===== src/verilog/adts_defines.svh =====
// Offsets, fields, reset values and timing of the trigger sequencer
//
// Overview of operation
// Enabled, wait edge, run busy, then idle
// Two-bit field selects valid trigger edge
// New trigger mid-conversion restarts from start
// Mode register write mid-conversion restarts
// Select 1-buffer: one conversion, own register
// Select 1-buffer repeats each trigger while enabled
// Select 4-buffer: four conversions, then interrupt
// Four results to consecutive group registers; top group (channels 8-9) keeps only two, later results dropped
// Scan channels zero to last, one interrupt
// After scan, idle; next trigger restarts zero
// Clearing enable stops without storing result
// Source spaces triggers beyond conversion time
// Aborted conversion stores nothing; triggers counted
// Keeps converting and holding registers in HALT
// Result read beats simultaneous result write
// Trigger ignored during result write cycle
// Mode write after store keeps result
// Four-bit channel field picks channel
// Trigger synchronised; edge encoding chosen here
`ifndef ADTS_DEFINES_SVH
`define ADTS_DEFINES_SVH

// ----------------------------------------------------------------
// Register offsets
// ----------------------------------------------------------------
`define ADTS_OFF_MODE_A    8'h00
`define ADTS_OFF_MODE_B    8'h04
`define ADTS_OFF_MODE_C    8'h08
`define ADTS_OFF_TRIG_CNT  8'h0C
`define ADTS_OFF_FRESH     8'h10
`define ADTS_OFF_RES_BASE  8'h40
`define ADTS_OFF_RES_LAST  8'h64

// ----------------------------------------------------------------
// Fields and reset values
// ----------------------------------------------------------------
`define ADTS_A_EN_BIT      0
`define ADTS_A_BUSY_BIT    1
`define ADTS_A_MODE_LSB    2
`define ADTS_A_MODE_MSB    3
`define ADTS_B_EDGE_LSB    0
`define ADTS_B_EDGE_MSB    1
`define ADTS_B_TIME_LSB    4
`define ADTS_B_TIME_MSB    7
`define ADTS_C_CHAN_LSB    0
`define ADTS_C_CHAN_MSB    3
`define ADTS_MODE_A_RST    8'h00
`define ADTS_MODE_B_RST    8'h00
`define ADTS_MODE_C_RST    8'h00
`define ADTS_NUM_RES       10
`define ADTS_LAST_CH       4'h9
`define ADTS_GRP4_LIMIT    4'h4
`define ADTS_GRP8_LIMIT    4'h8

// ----------------------------------------------------------------
// Timing
// ----------------------------------------------------------------
`define ADTS_CLK_NS        5
`define ADTS_CONV_UNIT_NS  100
`define ADTS_CONV_UNIT_CYC \
    ((`ADTS_CONV_UNIT_NS + `ADTS_CLK_NS - 1) / `ADTS_CLK_NS)

`endif


===== src/verilog/adts_pkg.sv =====
// Types shared by the trigger sequencer modules
package adts_pkg;

    typedef enum logic [1:0] {ST_IDLE, ST_CONV, ST_STORE} adts_state_e;

    typedef enum logic [1:0] {
        MODE_SEL1,
        MODE_SEL4,
        MODE_SCAN,
        MODE_RSVD
    } adts_mode_e;

    typedef enum logic [1:0] {
        EDGE_NONE,
        EDGE_RISE,
        EDGE_FALL,
        EDGE_BOTH
    } adts_edge_e;

endpackage : adts_pkg


===== src/verilog/adts_res_if.sv =====
// Result store port between sequencer and result memory
`timescale 1ns/10ps
interface adts_res_if #(
    parameter int RES_W = 10
);
    logic             we;
    logic [3:0]       waddr;
    logic [RES_W-1:0] wdata;
    logic [3:0]       raddr;
    logic [RES_W-1:0] rdata;

    modport ctl (output we, output waddr, output wdata, output raddr,
                 input rdata);
    modport mem (input we, input waddr, input wdata, input raddr,
                 output rdata);
endinterface : adts_res_if


===== src/verilog/adts_conv_timer.sv =====
// Conversion time counter, one done pulse per conversion not stopped or restarted before its end
`timescale 1ns/10ps
module adts_conv_timer #(
    parameter int CNT_W = 12
) (
    input  wire logic             clk,
    input  wire logic             srst,
    input  wire logic             start,
    input  wire logic             stop,
    input  wire logic [CNT_W-1:0] cycles,
    output logic                  done
);
    logic [CNT_W-1:0] cnt;

    // ----------------------------------------------------------------
    // Down counter
    // ----------------------------------------------------------------
    // Restart wins over stop so an abort-and-restart is one cycle
    always_ff @(posedge clk) begin
        if (srst) begin
            cnt <= '0;
        end else if (start) begin
            cnt <= cycles;
        end else if (stop) begin
            cnt <= '0;
        end else if (cnt != '0) begin
            cnt <= cnt - 1'b1;
        end
    end

    assign done = (cnt == CNT_W'(1)) && !start && !stop;
endmodule : adts_conv_timer


===== src/verilog/adts_result_mem.sv =====
// Per-channel result registers with registered, read-first output
`timescale 1ns/10ps
`include "adts_defines.svh"
module adts_result_mem #(
    parameter int RES_W = 10,
    parameter int DEPTH = `ADTS_NUM_RES
) (
    input  wire logic clk,
    adts_res_if.mem   port
);
    logic [RES_W-1:0] mem [DEPTH];

    // ----------------------------------------------------------------
    // Store
    // ----------------------------------------------------------------
    // only a store changes a result
    always_ff @(posedge clk) begin
        if (port.we && (int'(port.waddr) < DEPTH)) begin
            mem[port.waddr] <= port.wdata;
        end
    end

    // ----------------------------------------------------------------
    // Read
    // ----------------------------------------------------------------
    // old value served before same-cycle store
    always_ff @(posedge clk) begin
        if (int'(port.raddr) < DEPTH) begin
            port.rdata <= mem[port.raddr];
        end else begin
            port.rdata <= '0;
        end
    end
endmodule : adts_result_mem


===== src/verilog/adts_top.sv =====
// External trigger conversion sequencer with APB register slave
`timescale 1ns/10ps
`include "adts_defines.svh"
module adts_top #(
    parameter int ADDR_W = 8,
    parameter int RES_W  = 10,
    parameter int CNT_W  = 12,
    parameter int TCNT_W = 16
) (
    input  wire logic              CLK,
    input  wire logic              SRST,
    input  wire logic              PSEL,
    input  wire logic              PENABLE,
    input  wire logic              PWRITE,
    input  wire logic [ADDR_W-1:0] PADDR,
    input  wire logic [31:0]       PWDATA,
    output logic      [31:0]       PRDATA,
    output logic                   PREADY,
    output logic                   PSLVERR,
    input  wire logic              EXT_CONV_TRIGGER_PIN,
    input  wire logic [RES_W-1:0]  ADC_SAMPLE,
    output logic      [3:0]        ANALOG_CHANNEL_SEL,
    output logic                   CONV_BUSY_BIT,
    output logic                   CONV_END_IRQ
);
    // ----------------------------------------------------------------
    // Declarations
    // ----------------------------------------------------------------
    logic [7:0]               conv_mode_reg_a;
    logic [7:0]               conv_mode_reg_b;
    logic [7:0]               conv_mode_reg_c;
    logic [TCNT_W-1:0]        trig_count;
    logic [`ADTS_NUM_RES-1:0] result_fresh;
    adts_pkg::adts_state_e    state;
    adts_pkg::adts_state_e    next_state;
    logic [3:0]               idx;
    logic [3:0]               next_idx;
    logic                     timer_start;
    logic                     timer_stop;
    logic                     timer_done;
    logic                     store_en;
    logic                     store_last;
    logic                     trig_taken;
    logic                     irq_pend;
    logic                     trg_s1;
    logic                     trg_s2;
    logic                     trg_s3;
    logic                     trig_edge;
    logic                     setup;
    logic                     access_wait;
    logic                     commit_wr;
    logic                     wr_a;
    logic                     wr_b;
    logic                     wr_c;
    logic                     mode_wr;
    logic                     is_res;
    logic [3:0]               res_idx;
    logic [ADDR_W-1:0]        res_off;
    logic                     conv_enable_bit;
    adts_pkg::adts_mode_e     mode;
    adts_pkg::adts_edge_e     trigger_edge_select;
    logic [3:0]               conv_time_sel;
    logic [3:0]               chan;
    logic [3:0]               chan_c;
    logic [3:0]               grp_base;
    logic [3:0]               conv_ch;
    logic [3:0]               store_reg;
    logic                     store_ok;
    logic                     seq_last;
    logic [CNT_W-1:0]         conv_cycles;

    adts_res_if #(.RES_W(RES_W)) res ();

    // ----------------------------------------------------------------
    // Field views
    // ----------------------------------------------------------------
    assign conv_enable_bit = conv_mode_reg_a[`ADTS_A_EN_BIT];
    assign mode = adts_pkg::adts_mode_e'(
        conv_mode_reg_a[`ADTS_A_MODE_MSB:`ADTS_A_MODE_LSB]);
    // edge choice from second mode register
    assign trigger_edge_select = adts_pkg::adts_edge_e'(
        conv_mode_reg_b[`ADTS_B_EDGE_MSB:`ADTS_B_EDGE_LSB]);
    assign conv_time_sel =
        conv_mode_reg_b[`ADTS_B_TIME_MSB:`ADTS_B_TIME_LSB];
    // channel from third mode register
    assign chan = conv_mode_reg_c[`ADTS_C_CHAN_MSB:`ADTS_C_CHAN_LSB];
    // Codes above the last channel fold onto it
    assign chan_c = (chan > `ADTS_LAST_CH) ? `ADTS_LAST_CH : chan;
    // Unit count scaled by field; covers sixteen settings
    assign conv_cycles = CNT_W'((32'(conv_time_sel) + 32'd1) *
                                `ADTS_CONV_UNIT_CYC);

    // ----------------------------------------------------------------
    // APB decode
    // ----------------------------------------------------------------
    assign setup       = PSEL && !PENABLE;
    assign access_wait = PSEL && PENABLE && !PREADY;
    assign commit_wr   = PSEL && PENABLE && PREADY && PWRITE;
    assign wr_a        = commit_wr && (PADDR == `ADTS_OFF_MODE_A);
    assign wr_b        = commit_wr && (PADDR == `ADTS_OFF_MODE_B);
    assign wr_c        = commit_wr && (PADDR == `ADTS_OFF_MODE_C);
    assign mode_wr     = wr_a || wr_b || wr_c;
    assign res_off     = PADDR - `ADTS_OFF_RES_BASE;
    assign is_res      = (PADDR >= `ADTS_OFF_RES_BASE) &&
                         (PADDR <= `ADTS_OFF_RES_LAST) &&
                         (PADDR[1:0] == 2'h0);
    assign res_idx     = res_off[5:2];
    assign res.raddr   = res_idx;

    // One wait state: result memory answers a cycle after setup
    always_ff @(posedge CLK) begin
        if (SRST) begin
            PREADY <= 1'b0;
        end else begin
            PREADY <= access_wait;
        end
    end

    // ----------------------------------------------------------------
    // Mode registers
    // ----------------------------------------------------------------
    // held until reset, also through HALT
    always_ff @(posedge CLK) begin
        if (SRST) begin
            conv_mode_reg_a <= `ADTS_MODE_A_RST;
        end else if (wr_a) begin
            conv_mode_reg_a <= PWDATA[7:0];
        end
    end

    always_ff @(posedge CLK) begin
        if (SRST) begin
            conv_mode_reg_b <= `ADTS_MODE_B_RST;
        end else if (wr_b) begin
            conv_mode_reg_b <= PWDATA[7:0];
        end
    end

    always_ff @(posedge CLK) begin
        if (SRST) begin
            conv_mode_reg_c <= `ADTS_MODE_C_RST;
        end else if (wr_c) begin
            conv_mode_reg_c <= PWDATA[7:0];
        end
    end

    // ----------------------------------------------------------------
    // Read path
    // ----------------------------------------------------------------
    always_ff @(posedge CLK) begin
        if (SRST) begin
            PRDATA  <= 32'h0000_0000;
            PSLVERR <= 1'b0;
        end else if (access_wait) begin
            PSLVERR <= 1'b0;
            PRDATA  <= 32'h0000_0000;
            if (is_res) begin
                PRDATA <= 32'(res.rdata);
            end else if (PADDR == `ADTS_OFF_MODE_A) begin
                PRDATA <= {24'h00_0000, conv_mode_reg_a[7:2],
                           CONV_BUSY_BIT, conv_enable_bit};
            end else if (PADDR == `ADTS_OFF_MODE_B) begin
                PRDATA <= {24'h00_0000, conv_mode_reg_b};
            end else if (PADDR == `ADTS_OFF_MODE_C) begin
                PRDATA <= {24'h00_0000, conv_mode_reg_c};
            end else if (PADDR == `ADTS_OFF_TRIG_CNT) begin
                PRDATA <= 32'(trig_count);
            end else if (PADDR == `ADTS_OFF_FRESH) begin
                PRDATA <= 32'(result_fresh);
            end else begin
                PSLVERR <= 1'b1;
            end
        end else begin
            PSLVERR <= 1'b0;
        end
    end

    // ----------------------------------------------------------------
    // Trigger pin
    // ----------------------------------------------------------------
    // two-stage synchroniser, edges seen past it
    always_ff @(posedge CLK) begin
        if (SRST) begin
            trg_s1 <= 1'b0;
            trg_s2 <= 1'b0;
            trg_s3 <= 1'b0;
        end else begin
            trg_s1 <= EXT_CONV_TRIGGER_PIN;
            trg_s2 <= trg_s1;
            trg_s3 <= trg_s2;
        end
    end

    // edge qualification per selected encoding
    always_comb begin
        unique case (trigger_edge_select)
            adts_pkg::EDGE_NONE: trig_edge = 1'b0;
            adts_pkg::EDGE_RISE: trig_edge = trg_s2 && !trg_s3;
            adts_pkg::EDGE_FALL: trig_edge = !trg_s2 && trg_s3;
            adts_pkg::EDGE_BOTH: trig_edge = trg_s2 ^ trg_s3;
        endcase
    end

    // ----------------------------------------------------------------
    // Sequence targets
    // ----------------------------------------------------------------
    always_comb begin
        grp_base  = 4'h0;
        conv_ch   = chan_c;
        store_reg = chan_c;
        store_ok  = 1'b1;
        seq_last  = 1'b1;
        if (chan_c >= `ADTS_GRP8_LIMIT) begin
            grp_base = `ADTS_GRP8_LIMIT;
        end else if (chan_c >= `ADTS_GRP4_LIMIT) begin
            grp_base = `ADTS_GRP4_LIMIT;
        end
        unique case (mode)
            adts_pkg::MODE_SEL4: begin
                // consecutive group registers, first to fourth
                store_reg = grp_base + idx;
                // Top group has two registers; later results dropped
                store_ok  = (store_reg <= `ADTS_LAST_CH);
                // done only after fourth conversion
                seq_last  = (idx == 4'h3);
            end
            adts_pkg::MODE_SCAN: begin
                // channel zero upward, matching register
                conv_ch   = idx;
                store_reg = idx;
                seq_last  = (idx == chan_c);
            end
            adts_pkg::MODE_SEL1, adts_pkg::MODE_RSVD: begin
                // one conversion into own register
                seq_last  = 1'b1;
            end
        endcase
    end

    // ----------------------------------------------------------------
    // Sequencer
    // ----------------------------------------------------------------
    always_comb begin
        next_state  = state;
        next_idx    = idx;
        timer_start = 1'b0;
        timer_stop  = 1'b0;
        store_en    = 1'b0;
        store_last  = 1'b0;
        trig_taken  = 1'b0;
        unique case (state)
            adts_pkg::ST_IDLE: begin
                // each edge starts from index zero
                if (conv_enable_bit && trig_edge) begin
                    trig_taken  = 1'b1;
                    timer_start = 1'b1;
                    next_idx    = 4'h0;
                    next_state  = adts_pkg::ST_CONV;
                end
            end
            adts_pkg::ST_CONV: begin
                if (!conv_enable_bit) begin
                    // abandon, nothing stored
                    timer_stop = 1'b1;
                    next_state = adts_pkg::ST_IDLE;
                end else if (trig_edge || mode_wr) begin
                    // abort and restart, no store
                    trig_taken  = trig_edge;
                    timer_start = 1'b1;
                    next_idx    = 4'h0;
                end else if (timer_done) begin
                    next_state = adts_pkg::ST_STORE;
                end
            end
            adts_pkg::ST_STORE: begin
                // no trigger accepted while storing
                store_en = store_ok;
                if (seq_last) begin
                    // busy drops at sequence end
                    store_last = 1'b1;
                    next_state = adts_pkg::ST_IDLE;
                end else if (!conv_enable_bit) begin
                    next_state = adts_pkg::ST_IDLE;
                end else begin
                    timer_start = 1'b1;
                    next_idx    = mode_wr ? 4'h0 : idx + 4'h1;
                    next_state  = adts_pkg::ST_CONV;
                end
            end
            default: begin
                next_state = adts_pkg::ST_IDLE;
            end
        endcase
    end

    always_ff @(posedge CLK) begin
        if (SRST) begin
            state <= adts_pkg::ST_IDLE;
            idx   <= 4'h0;
        end else begin
            state <= next_state;
            idx   <= next_idx;
        end
    end

    // busy mirrors the running sequence
    always_ff @(posedge CLK) begin
        if (SRST) begin
            CONV_BUSY_BIT <= 1'b0;
        end else begin
            CONV_BUSY_BIT <= (next_state != adts_pkg::ST_IDLE);
        end
    end

    always_ff @(posedge CLK) begin
        if (SRST) begin
            ANALOG_CHANNEL_SEL <= 4'h0;
        end else begin
            ANALOG_CHANNEL_SEL <= conv_ch;
        end
    end

    // every accepted trigger counted, wraps
    always_ff @(posedge CLK) begin
        if (SRST) begin
            trig_count <= '0;
        end else if (trig_taken) begin
            trig_count <= trig_count + 1'b1;
        end
    end

    // ----------------------------------------------------------------
    // Results and end event
    // ----------------------------------------------------------------
    assign res.we    = store_en;
    assign res.waddr = store_reg;
    assign res.wdata = ADC_SAMPLE;

    // Store sets, result read clears; set wins on a tie
    always_ff @(posedge CLK) begin
        if (SRST) begin
            result_fresh <= '0;
        end else begin
            for (int i = 0; i < `ADTS_NUM_RES; i++) begin
                if (store_en && (store_reg == 4'(i))) begin
                    result_fresh[i] <= 1'b1;
                end else if (setup && is_res && !PWRITE &&
                             (res_idx == 4'(i))) begin
                    result_fresh[i] <= 1'b0;
                end
            end
        end
    end

    // late mode write can swallow the event
    always_ff @(posedge CLK) begin
        if (SRST) begin
            irq_pend     <= 1'b0;
            CONV_END_IRQ <= 1'b0;
        end else begin
            irq_pend     <= store_last;
            CONV_END_IRQ <= irq_pend && !(wr_b || wr_c);
        end
    end

    // ----------------------------------------------------------------
    // Submodules
    // ----------------------------------------------------------------
    adts_conv_timer #(
        .CNT_W (CNT_W)
    ) u_timer (
        .clk    (CLK),
        .srst   (SRST),
        .start  (timer_start),
        .stop   (timer_stop),
        .cycles (conv_cycles),
        .done   (timer_done)
    );

    adts_result_mem #(
        .RES_W (RES_W),
        .DEPTH (`ADTS_NUM_RES)
    ) u_mem (
        .clk  (CLK),
        .port (res.mem)
    );
endmodule : adts_top

===== config.mk =====
export PLATFORM = sky130hd
export DESIGN_NAME = adts_top
export DESIGN_NICKNAME = d
export VERILOG_FILES = /design/src/verilog/adts_pkg.sv /design/src/verilog/adts_res_if.sv /design/src/verilog/adts_conv_timer.sv /design/src/verilog/adts_result_mem.sv /design/src/verilog/adts_top.sv
export VERILOG_INCLUDE_DIRS = /design/src /design/src/verilog
export SDC_FILE = /design/constraint.sdc
export NUM_CORES = 1
export LEC_CHECK = 0
export ABC_CLOCK_PERIOD_IN_PS = 3200
export BUFFER_PORTS_ARGS = -buffer_cell sky130_fd_sc_hd__buf_2
export CAP_MARGIN = 20
export CELL_PAD_IN_SITES_DETAIL_PLACEMENT = 0
export CELL_PAD_IN_SITES_GLOBAL_PLACEMENT = 1
export CORE_MARGIN = 4
export CORE_UTILIZATION = 47
export CTS_CLUSTER_SIZE = 12
export DETAILED_ROUTE_END_ITERATION = 16
export PLACE_DENSITY_LB_ADDON = 0.1
export SYNTH_ARGS = -nofsm -noshare
export SYNTH_HDL_FRONTEND = slang
export SYNTH_SLANG_ARGS = --single-unit

===== constraint.sdc =====
create_clock -name CLK -period 3.2 [get_ports CLK]
set_input_delay 0.64 -clock CLK [delete_from_list [all_inputs] [get_ports CLK]]
set_output_delay 0.64 -clock CLK [all_outputs]
set_load 0.05 [all_outputs]

==> results of run 1 <==
state kept, by name (all words and copies together) (netlist names), 7 cells and up:
signal,flops
conv_mode_reg_a,7
u_mem.mem,100
u_mem.port.rdata,10
u_timer.cnt,12
trig_count,16
conv_mode_reg_b,8
result_fresh,10
PRDATA,16
conv_mode_reg_c,8
worst max path at each step:
stage          cells after the start              end  slack [ns]
6_report                           9  u_mem.mem[4][4]        0.28
5_1_grt                            9  u_mem.mem[4][8]        0.19
2_1_floorplan                      8  u_mem.mem[4][0]        0.45
3_5_place_dp                       9  u_mem.mem[4][4]        0.30
3_3_place_gp                       9  u_mem.mem[4][3]        0.35
4_1_cts                            9  u_mem.mem[4][8]        0.27
layer usage:
layer | GRT usage | wire length [um] | share of wire
met1 | 0.2531 | 9028 | 0.43
met2 | 0.3380 | 10480 | 0.50
met3 | 0.02653 | 909 | 0.043
met4 | 0.06477 | 746 | 0.035
met5 | 0 | 0 | 0
power by group through the flow:
stage                     registers, mW  clock network (mW)  logic (mW)
final                              2.77                2.62       0.254
after detailed placement           2.83                   0       0.254
after global placement             2.83                   0       0.252
after floorplan                    2.84                   0       0.168
after CTS                          2.77                2.67       0.255
after global routing               2.77                2.79       0.275
area by class of cell:
class	instances	area, um2	area share
clock buffer	36	664.4	0.06340
sequential	205	5105	0.4871
clock inverter	6	101.3	0.009670
inverter	26	97.59	0.009312
tap	260	325.3	0.03104
multi-input combinational	523	3704	0.3534
timing repair buffer	81	483.0	0.04608
metrics by stage:
step           cell area, um2    util  hold slack (ns)  worst slack [ns]  power (mW)
6_report                10480  0.5547           0.3579            0.2794       5.648
5_1_grt                 10480  0.5547           0.3525            0.1860       5.839
4_1_cts                 10480  0.5547           0.3427            0.2738       5.701
3_5_place_dp             9714  0.5142           0.4441            0.3046       3.081
3_3_place_gp             9714  0.5142           0.4328            0.3475       3.079
2_1_floorplan            9181       -           0.4125            0.4489       3.005
cell usage after synthesis (all sizes together), types with 2 or more instances:
cell type    n  share of area
a211o        2         0.0019
a211oi       4         0.0033
a21boi       8         0.0066
a21o         5         0.0041
a21oi       30          0.016
a222oi       8         0.0088
a22oi       23          0.019
a31oi        3         0.0037
and3         8         0.0055
buf         27          0.019
clkbuf      28          0.012
dfxtp      105           0.23
edfxtp     100           0.33
ha          18          0.025
inv         26          0.011
mux2        13          0.016
mux2i       26          0.029
mux4        20          0.049
nand2       41          0.017
nand2b      16          0.011
nand3       20          0.011
nand3b       8         0.0066
nand4        7         0.0048
nor2        82          0.034
nor2b        8         0.0055
nor3        18         0.0099
nor3b        3         0.0025
nor4         7         0.0055
nor4b        2         0.0042
o2111ai      3         0.0048
o211ai       3         0.0025
o21ai       46          0.025
o21bai       2         0.0016
o31ai        8         0.0071
or2          9         0.0062
or3         14         0.0096
or4          3         0.0029
xnor2       10         0.0096
xor2        15          0.014
logic make-up (layout without fill, tap and decap cells):
| kind of cell | count (synthesis) | after routing |
|---|---|---|
| compound gates | 154 | 154 |
| xor+xnor | 26 | 26 |
| fa+ha+maj | 19 | 19 |
| buf+inv | 81 | 149 |
| flops | 205 | 205 |
| mux | 59 | 59 |
| other cells | 1 | 16 |
| simple gates | 249 | 249 |
==> results.json, run 1 <==
{
  "outcome": "complete, no violations",
  "yosys_warnings": 0,
  "r2r-start": "conv_mode_reg_c[2]",
  "root_buffer": "clkbuf_16",
  "slew_viol_final": 0,
  "netlist_area_um2": 9125,
  "slowest_delay_ns": 0.41,
  "internal_power_mw": 4.438,
  "maxSlewHeadroom": 0.5138,
  "hp-class": "input port to flop",
  "reg2reg_to": "u_mem.mem[4][4]",
  "synth_top_family_by_area": "simple AND/OR/NAND/NOR gates",
  "synthMuxAreaShare": 0.09393,
  "insertion_delay_ns": 0.52,
  "dp.final_hpwl_um": 15000,
  "crit_path_end_kind": "flop",
  "final.setup_skew_ns": 0.02065,
  "cpMaxStageDelayCell": "a221o_1",
  "diodes": 0,
  "critPathLaunchType": "flop",
  "rows": 50,
  "ys.flop_type": "dfxtp_1",
  "crit_family": "simple AND/OR/NAND/NOR gates",
  "syn_to_final_growth_pct": 14.85,
  "drt-total-wl_um": 21170,
  "clk_pin_slew_ns": 0.06,
  "finalSetupViolCount": 0,
  "pwr-share-clk": 0.465,
  "postCtsSetupBuffers": 0,
  "die_w_um": 147.3,
  "first_pass_iters": 6,
  "power_density_nw_per_um2": 539.0,
  "grt_max_degree": 65,
  "cts_buffers": 23,
  "wl_per_cell_um": 18.62,
  "ant_nets": 0,
  "synth-edff-count": 100,
  "synth-seq-area-share": 0.5594,
  "ys_async_sr_fraction": 0,
  "fillers": 1638,
  "ios": 96,
  "path_cells": "nor2b_1 -> ha_1 -> xor2_1 -> mux2_2 -> a221o_1 -> or2_2 -> or2_1 -> inv_1 -> buf_4",
  "htree_levels": 1,
  "grt_pass1_wl_um": 33890,
  "routabilityCongestion": 0.9147,
  "power.share.combinational": 0.045,
  "min_period_ns": 2.921,
  "r2r_cells": 9,
  "critPathRequiredTime_ns": 3.41,
  "postCtsHoldBufs": 0,
  "switching_power_mw": 1.210,
  "grtUsageTotal": 0.1949,
  "ys_types": 64,
  "first_global_vias": 6323,
  "finalSetupTns_ns": 0,
  "layout_common_cells": "105 x dfxtp_1, 100 x edfxtp_1, 82 x nor2_1, 55 x buf_2, 45 x o21ai_0",
  "criticalPathCategory": "flop to flop",
  "route.vias.total": 6272,
  "swShare": 0.2142,
  "hold_start": "EXT_CONV_TRIGGER_PIN",
  "ir_drop_uv": 439.6,
  "synth-compound-area-share": 0.1137,
  "synthAdderAreaFrac": 0.02688,
  "synth_xor_area_frac": 0.02660,
  "syn-instance-count": 794,
  "cts_tree": "yes",
  "fin_cells": 1137,
  "layout_worst_path_cycle_share": 0.9127,
  "rrSetupSlack_ns": 0.28,
  "hold_depth": 2,
  "antenna_found_initial": 0,
  "syn_area_per_cell_um2": 11.49,
  "path_buf_inv": 2,
  "cp_max_fo": 10,
  "hold_viol": 0,
  "cellLeakagePower_nw": 4.117,
  "cp-startpoint": "conv_mode_reg_c[2]",
  "drc": 0,
  "initial_core_util": 0.4830,
  "drv_cap": 0,
  "cp.arrival_ns": 3.13,
  "drive_above_1_share": 0.1836,
  "final_common_cell": "dfxtp_1",
  "pwr-share-seq": 0.491,
  "ys_ff_latch": 205,
  "portBuffers": 55,
  "die_y_um": 147.3,
  "clock_tree.buffer_depth": 3,
  "clock_sinks": 205,
  "hold_path_end": "trg_s1",
  "grt_overflow": 0,
  "rsz0062_at_grt": "no",
  "worst_slew_pin_slew_ns": 0.7285,
  "core_um2": 18890,
  "viasPerCell": 5.516,
  "fmax_mhz": 342.4,
  "dp_cells": 1095,
  "synth-simple-area-share": 0.1382,
  "cts_resized": 0,
  "dieArea_um2": 21710,
  "nets": 935,
  "first_iter_violations": 304
}
Note: power is estimated with default switching activity, not from simulation.
==> run 2: changes to the inputs <==
--- a/config.mk
+++ b/config.mk
@@ -15,7 +15,7 @@
 export CORE_UTILIZATION = 47
 export CTS_CLUSTER_SIZE = 12
 export DETAILED_ROUTE_END_ITERATION = 16
-export PLACE_DENSITY_LB_ADDON = 0.1
+export PLACE_DENSITY = 0.82
 export SYNTH_ARGS = -nofsm -noshare
 export SYNTH_HDL_FRONTEND = slang
 export SYNTH_SLANG_ARGS = --single-unit
==> results.json, run 2 (synthesis results as in run 1) <==
{
  "outcome": "complete, no violations",
  "pwr-share-clk": 0.430,
  "min_period_ns": 2.911,
  "die_y_um": 147.3,
  "cts_resized": 0,
  "grt_overflow": 0,
  "top_register": "u_mem.mem",
  "cp.arrival_ns": 3.10,
  "swShare": 0.2213,
  "rrSetupSlack_ns": 0.29,
  "power_density_nw_per_um2": 515.2,
  "drt-total-wl_um": 20880,
  "htree_levels": 1,
  "hold_path_end": "trg_s1",
  "cts_buffers": 22,
  "wl_met3_um": 1257,
  "postCtsSetupBuffers": 0,
  "final.setup_skew_ns": 0.01281,
  "rsz0062_at_grt": "no",
  "routabilityCongestion": 0.8281,
  "ios": 96,
  "wl_met2_um": 9703,
  "first_pass_iters": 6,
  "top_regs": "u_mem.mem x100, PRDATA x16, trig_count x16",
  "layout_common_cells": "105 x dfxtp_1, 100 x edfxtp_1, 82 x nor2_1, 55 x buf_2, 45 x o21ai_0",
  "grtUsageTotal": 0.1934,
  "antenna_found_initial": 0,
  "cpMaxStageDelayCell": "a221o_1",
  "criticalPathCategory": "flop to flop",
  "cp_max_fo": 10,
  "ir_drop_uv": 492.8,
  "hp-class": "input port to flop",
  "grt_pass1_wl_um": 33800,
  "route.vias.total": 6284,
  "fmax_mhz": 343.5,
  "hold_viol": 0,
  "clock_tree.buffer_depth": 3,
  "internal_power_mw": 4.144,
  "drv_cap": 0,
  "layout_worst_path_cycle_share": 0.9096,
  "slowest_delay_ns": 0.41,
  "root_buffer": "clkbuf_16",
  "finalSetupTns_ns": 0,
  "syn_to_final_growth_pct": 13.19,
  "ant_nets": 0,
  "die_w_um": 147.3,
  "critPathRequiredTime_ns": 3.39,
  "rows": 50,
  "top_layer": "met4",
  "clock_sinks": 205,
  "drc": 0,
  "postCtsHoldBufs": 0,
  "wl_met1_um": 9303,
  "reg2reg_to": "u_mem.mem[4][2]",
  "drive_above_1_share": 0.1715,
  "largest_reg_flops": 100,
  "r2r-start": "conv_mode_reg_c[2]",
  "maxSlewHeadroom": 0.4744,
  "critPathLaunchType": "flop",
  "cellLeakagePower_nw": 4.033,
  "first_iter_violations": 603,
  "pwr-share-seq": 0.521,
  "insertion_delay_ns": 0.51,
  "clk_pin_slew_ns": 0.06,
  "finalSetupViolCount": 0,
  "diodes": 0,
  "hold_depth": 2,
  "r2r_cells": 9,
  "switching_power_mw": 1.178,
  "grt_max_degree": 73,
  "power.share.combinational": 0.049,
  "worst_slew_pin_slew_ns": 0.7877,
  "core_um2": 18890,
  "hold_start": "EXT_CONV_TRIGGER_PIN",
  "cts_tree": "yes",
  "viasPerCell": 5.566,
  "initial_core_util": 0.4830,
  "dp.final_hpwl_um": 14380,
  "portBuffers": 55,
  "path_cells": "nor2b_1 -> ha_1 -> xor2_1 -> mux2_2 -> a221o_1 -> or2_2 -> or2_1 -> inv_1 -> buf_4",
  "fin_util": 0.5467,
  "slew_viol_final": 0,
  "dieArea_um2": 21710,
  "crit_path_end_kind": "flop",
  "final_common_cell": "dfxtp_1",
  "wl_per_cell_um": 18.50,
  "nets": 929,
  "first_global_vias": 6103
}
-- run 2: changes by cell type in the layout (fill, tap and decap cells not counted), moves of 2 or more --
cell	delta
buf_4	-6
clkbuf_8	-3
bufinv_16	-2
clkbuf_1	+3
-- run 2: worst max-delay path: cells and delay by family (launching register included) --
family / cells / cell delay [ns]
DFF: 1 / 0.37
muxes: 1 / 0.35
xor gates and xnor gates: 1 / 0.19
AOI/OAI and AO/OA: 1 / 0.41
buffers and inverters: 2 / 0.27
and+or+nand+nor: 3 / 0.78
adders and majority gates: 1 / 0.23
-- run 2: routing by layer --
metal,global-route usage,vias to the layer above
met2,0.3092,195
met4,0.06011,0
met3,0.03208,44
met5,0,-
li1,-,3012
met1,0.2720,3033
-- run 2: how the worst max path moves through the flow --
stage / start / to
final: conv_mode_reg_c[2] / u_mem.mem[4][2]
after global placement: conv_mode_reg_c[2] / u_mem.mem[4][0]
after global routing: conv_mode_reg_c[2] / u_mem.mem[4][4]
after CTS: conv_mode_reg_c[2] / u_mem.mem[4][2]
after detailed placement: conv_mode_reg_c[2] / u_mem.mem[4][6]
after floorplan: conv_mode_reg_c[2] / u_mem.mem[4][0]
-- run 2: stage by stage --
stage	power (mW)	hold WS [ns]	std cells	cell area [um2]	worst slack (ns)
floorplan	3.005	0.4125	809	9181	0.4489
global placement	3.084	0.4377	1090	9689	0.3272
detailed placement	3.086	0.4396	1090	9689	0.3113
CTS	5.374	0.3453	1129	10330	0.2793
global route	5.515	0.3710	1129	10330	0.1285
finish	5.322	0.3502	1129	10330	0.2892
-- run 2: cell type report --
class                           count  area [um2]
Clock buffer                       35       609.3
Clock inverter                      4       30.03
Fill cell                        1672        8564
Inverter                           26       97.59
Multi-Input combinational cell    523        3704
Sequential cell                   205        5105
Tap cell                          260       325.3
Timing Repair Buffer               76       457.9
-- run 2: power by group through the flow --
stage	Combinational, mW	Sequential, mW	Clock (mW)
6_report	0.259	2.77	2.29
5_1_grt	0.280	2.77	2.46
3_5_place_dp	0.259	2.83	0
2_1_floorplan	0.168	2.84	0
4_1_cts	0.260	2.77	2.34
3_3_place_gp	0.257	2.83	0
==> run 3: changes to the inputs <==
--- a/config.mk
+++ b/config.mk
@@ -6,16 +6,14 @@
 export SDC_FILE = /design/constraint.sdc
 export NUM_CORES = 1
 export LEC_CHECK = 0
-export ABC_CLOCK_PERIOD_IN_PS = 3200
+export ABC_CLOCK_PERIOD_IN_PS = 3600
 export BUFFER_PORTS_ARGS = -buffer_cell sky130_fd_sc_hd__buf_2
 export CAP_MARGIN = 20
-export CELL_PAD_IN_SITES_DETAIL_PLACEMENT = 0
-export CELL_PAD_IN_SITES_GLOBAL_PLACEMENT = 1
 export CORE_MARGIN = 4
-export CORE_UTILIZATION = 47
+export CORE_UTILIZATION = 50
 export CTS_CLUSTER_SIZE = 12
 export DETAILED_ROUTE_END_ITERATION = 16
-export PLACE_DENSITY = 0.82
+export PLACE_DENSITY = 0.73
 export SYNTH_ARGS = -nofsm -noshare
 export SYNTH_HDL_FRONTEND = slang
 export SYNTH_SLANG_ARGS = --single-unit
==> constraint.sdc (replaced) <==
create_clock -name CLK -period 3.6 [get_ports CLK]
set_input_delay 0.72 -clock CLK [delete_from_list [all_inputs] [get_ports CLK]]
set_output_delay 0.72 -clock CLK [all_outputs]
set_load 0.05 [all_outputs]
==> results.json, run 3 (synthesis results as in run 1) <==
{
  "core_um2": 17960,
  "drt-total-wl_um": 20150,
  "die_w_um": 143.1,
  "criticalPathCategory": "flop to flop",
  "dp.final_hpwl_um": 13880,
  "power.share.combinational": 0.046,
  "top_regs": "u_mem.mem x100, PRDATA x16, trig_count x16",
  "cp_max_fo": 12,
  "drive_above_1_share": 0.1618,
  "root_buffer": "clkbuf_16",
  "final.setup_skew_ns": 0.02047,
  "postCtsHoldBufs": 0,
  "grt_max_degree": 56,
  "worst_slack_ns": 0.3927,
  "power_density_nw_per_um2": 472.1,
  "pre_cts_ws_ns": 0.4200,
  "cts_resized": 0,
  "initial_core_util": 0.5080,
  "slew_viol_final": 0,
  "min_period_ns": 3.207,
  "ios": 96,
  "wl_per_cell_um": 18.52,
  "rsz0062_at_grt": "no",
  "final_common_cell": "dfxtp_1",
  "maxSlewHeadroom": 0.4538,
  "largest_reg_flops": 100,
  "ir_drop_uv": 426.7,
  "finalSetupTns_ns": 0,
  "viasPerCell": 5.711,
  "pwr-share-clk": 0.444,
  "internal_power_mw": 3.800,
  "first_global_vias": 6052,
  "clk_pin_slew_ns": 0.06,
  "rows": 49,
  "first_pass_iters": 6,
  "drv_cap": 0,
  "cts_tree": "yes",
  "drc": 0,
  "route.vias.total": 6214,
  "top_register": "u_mem.mem",
  "hp-class": "input port to flop",
  "path_cells": "nor2b_1 -> ha_1 -> xor2_1 -> mux2_2 -> a221o_1 -> or2_2 -> or2_1 -> inv_1",
  "diodes": 0,
  "clock_sinks": 205,
  "syn_to_final_growth_pct": 12.08,
  "grt_overflow": 0,
  "htree_levels": 1,
  "first_iter_violations": 580,
  "final_cell_area_um2": 10230,
  "layout_common_cells": "105 x dfxtp_1, 100 x edfxtp_1, 82 x nor2_1, 55 x buf_2, 45 x o21ai_0",
  "hold_viol": 0,
  "clock_tree.buffer_depth": 3,
  "insertion_delay_ns": 0.50,
  "dieArea_um2": 20470,
  "grtUsageTotal": 0.1971,
  "die_y_um": 143.1,
  "routabilityCongestion": 0.9183,
  "crit_family": "simple AND/OR/NAND/NOR gates",
  "critPathRequiredTime_ns": 3.73,
  "outcome": "complete, no violations",
  "portBuffers": 55,
  "fillers": 1490,
  "cpMaxStageDelayCell": "dfxtp_1",
  "worst_slew_pin_slew_ns": 0.8176,
  "cp.arrival_ns": 3.33,
  "path_buf_inv": 1,
  "crit_path_end_kind": "flop",
  "ant_nets": 0,
  "nets": 919,
  "switching_power_mw": 1.028,
  "swShare": 0.2129,
  "postCtsSetupBuffers": 0,
  "finalSetupViolCount": 0,
  "fmax_mhz": 311.8,
  "cts_buffers": 23,
  "pwr-share-seq": 0.510,
  "slowest_delay_ns": 0.42,
  "antenna_found_initial": 0,
  "grt_pass1_wl_um": 32080,
  "cellLeakagePower_nw": 3.988,
  "place_area_um2": 9543,
  "layout_worst_path_cycle_share": 0.8909,
  "critPathLaunchType": "flop"
}
[run 3: worst paths after layout]
| kind | slack [ns] | from | to | cells after the start |
|---|---|---|---|---|
| worst min register to register | 0.44 | trg_s1 | trg_s2 | 1 |
| worst max register to register | 0.39 | conv_mode_reg_c[3] | u_mem.mem[4][7] | 8 |
| worst min-delay path | 0.44 | EXT_CONV_TRIGGER_PIN | trg_s1 | 2 |
| worst max-delay path | 0.39 | conv_mode_reg_c[3] | u_mem.mem[4][7] | 8 |
[run 3: cell type report]
cell class,count,area [um2],area share
Sequential cell,205,5105,0.4991
Multi-Input combinational cell,523,3704,0.3621
Clock buffer,37,638.1,0.06239
Timing Repair Buffer,65,350.3,0.03425
Tap cell,229,286.5,0.02802
Inverter,26,97.59,0.009542
Clock inverter,3,46.29,0.004527
[run 3: metrics by stage]
step / total power [mW] / util / instances / hold slack [ns]
after floorplan: 2.671 / - / 809 / 0.4125
after global placement: 2.732 / 0.5312 / 1048 / 0.4409
after detailed placement: 2.735 / 0.5312 / 1048 / 0.4547
after CTS: 4.879 / 0.5693 / 1088 / 0.4320
after global routing: 4.995 / 0.5693 / 1088 / 0.4439
final: 4.828 / 0.5693 / 1088 / 0.4405
[run 3: routing by layer]
| metal | GRT usage | wire length, um | vias to the layer above |
|---|---|---|---|
| met4 | 0.07504 | 717 | 0 |
| met3 | 0.03215 | 1126 | 48 |
| met1 | 0.2692 | 8779 | 2954 |
| met5 | 0 | 0 | - |
| met2 | 0.3178 | 9523 | 204 |
| li1 | - | - | 3008 |
[run 3: power by group through the flow]
stage	clock, mW	sequential, mW	combinational [mW]
final	2.14	2.46	0.223
after CTS	2.19	2.46	0.223
after detailed placement	0	2.51	0.222
after floorplan	0	2.52	0.150
after global placement	0	2.51	0.219
after global routing	2.29	2.46	0.241
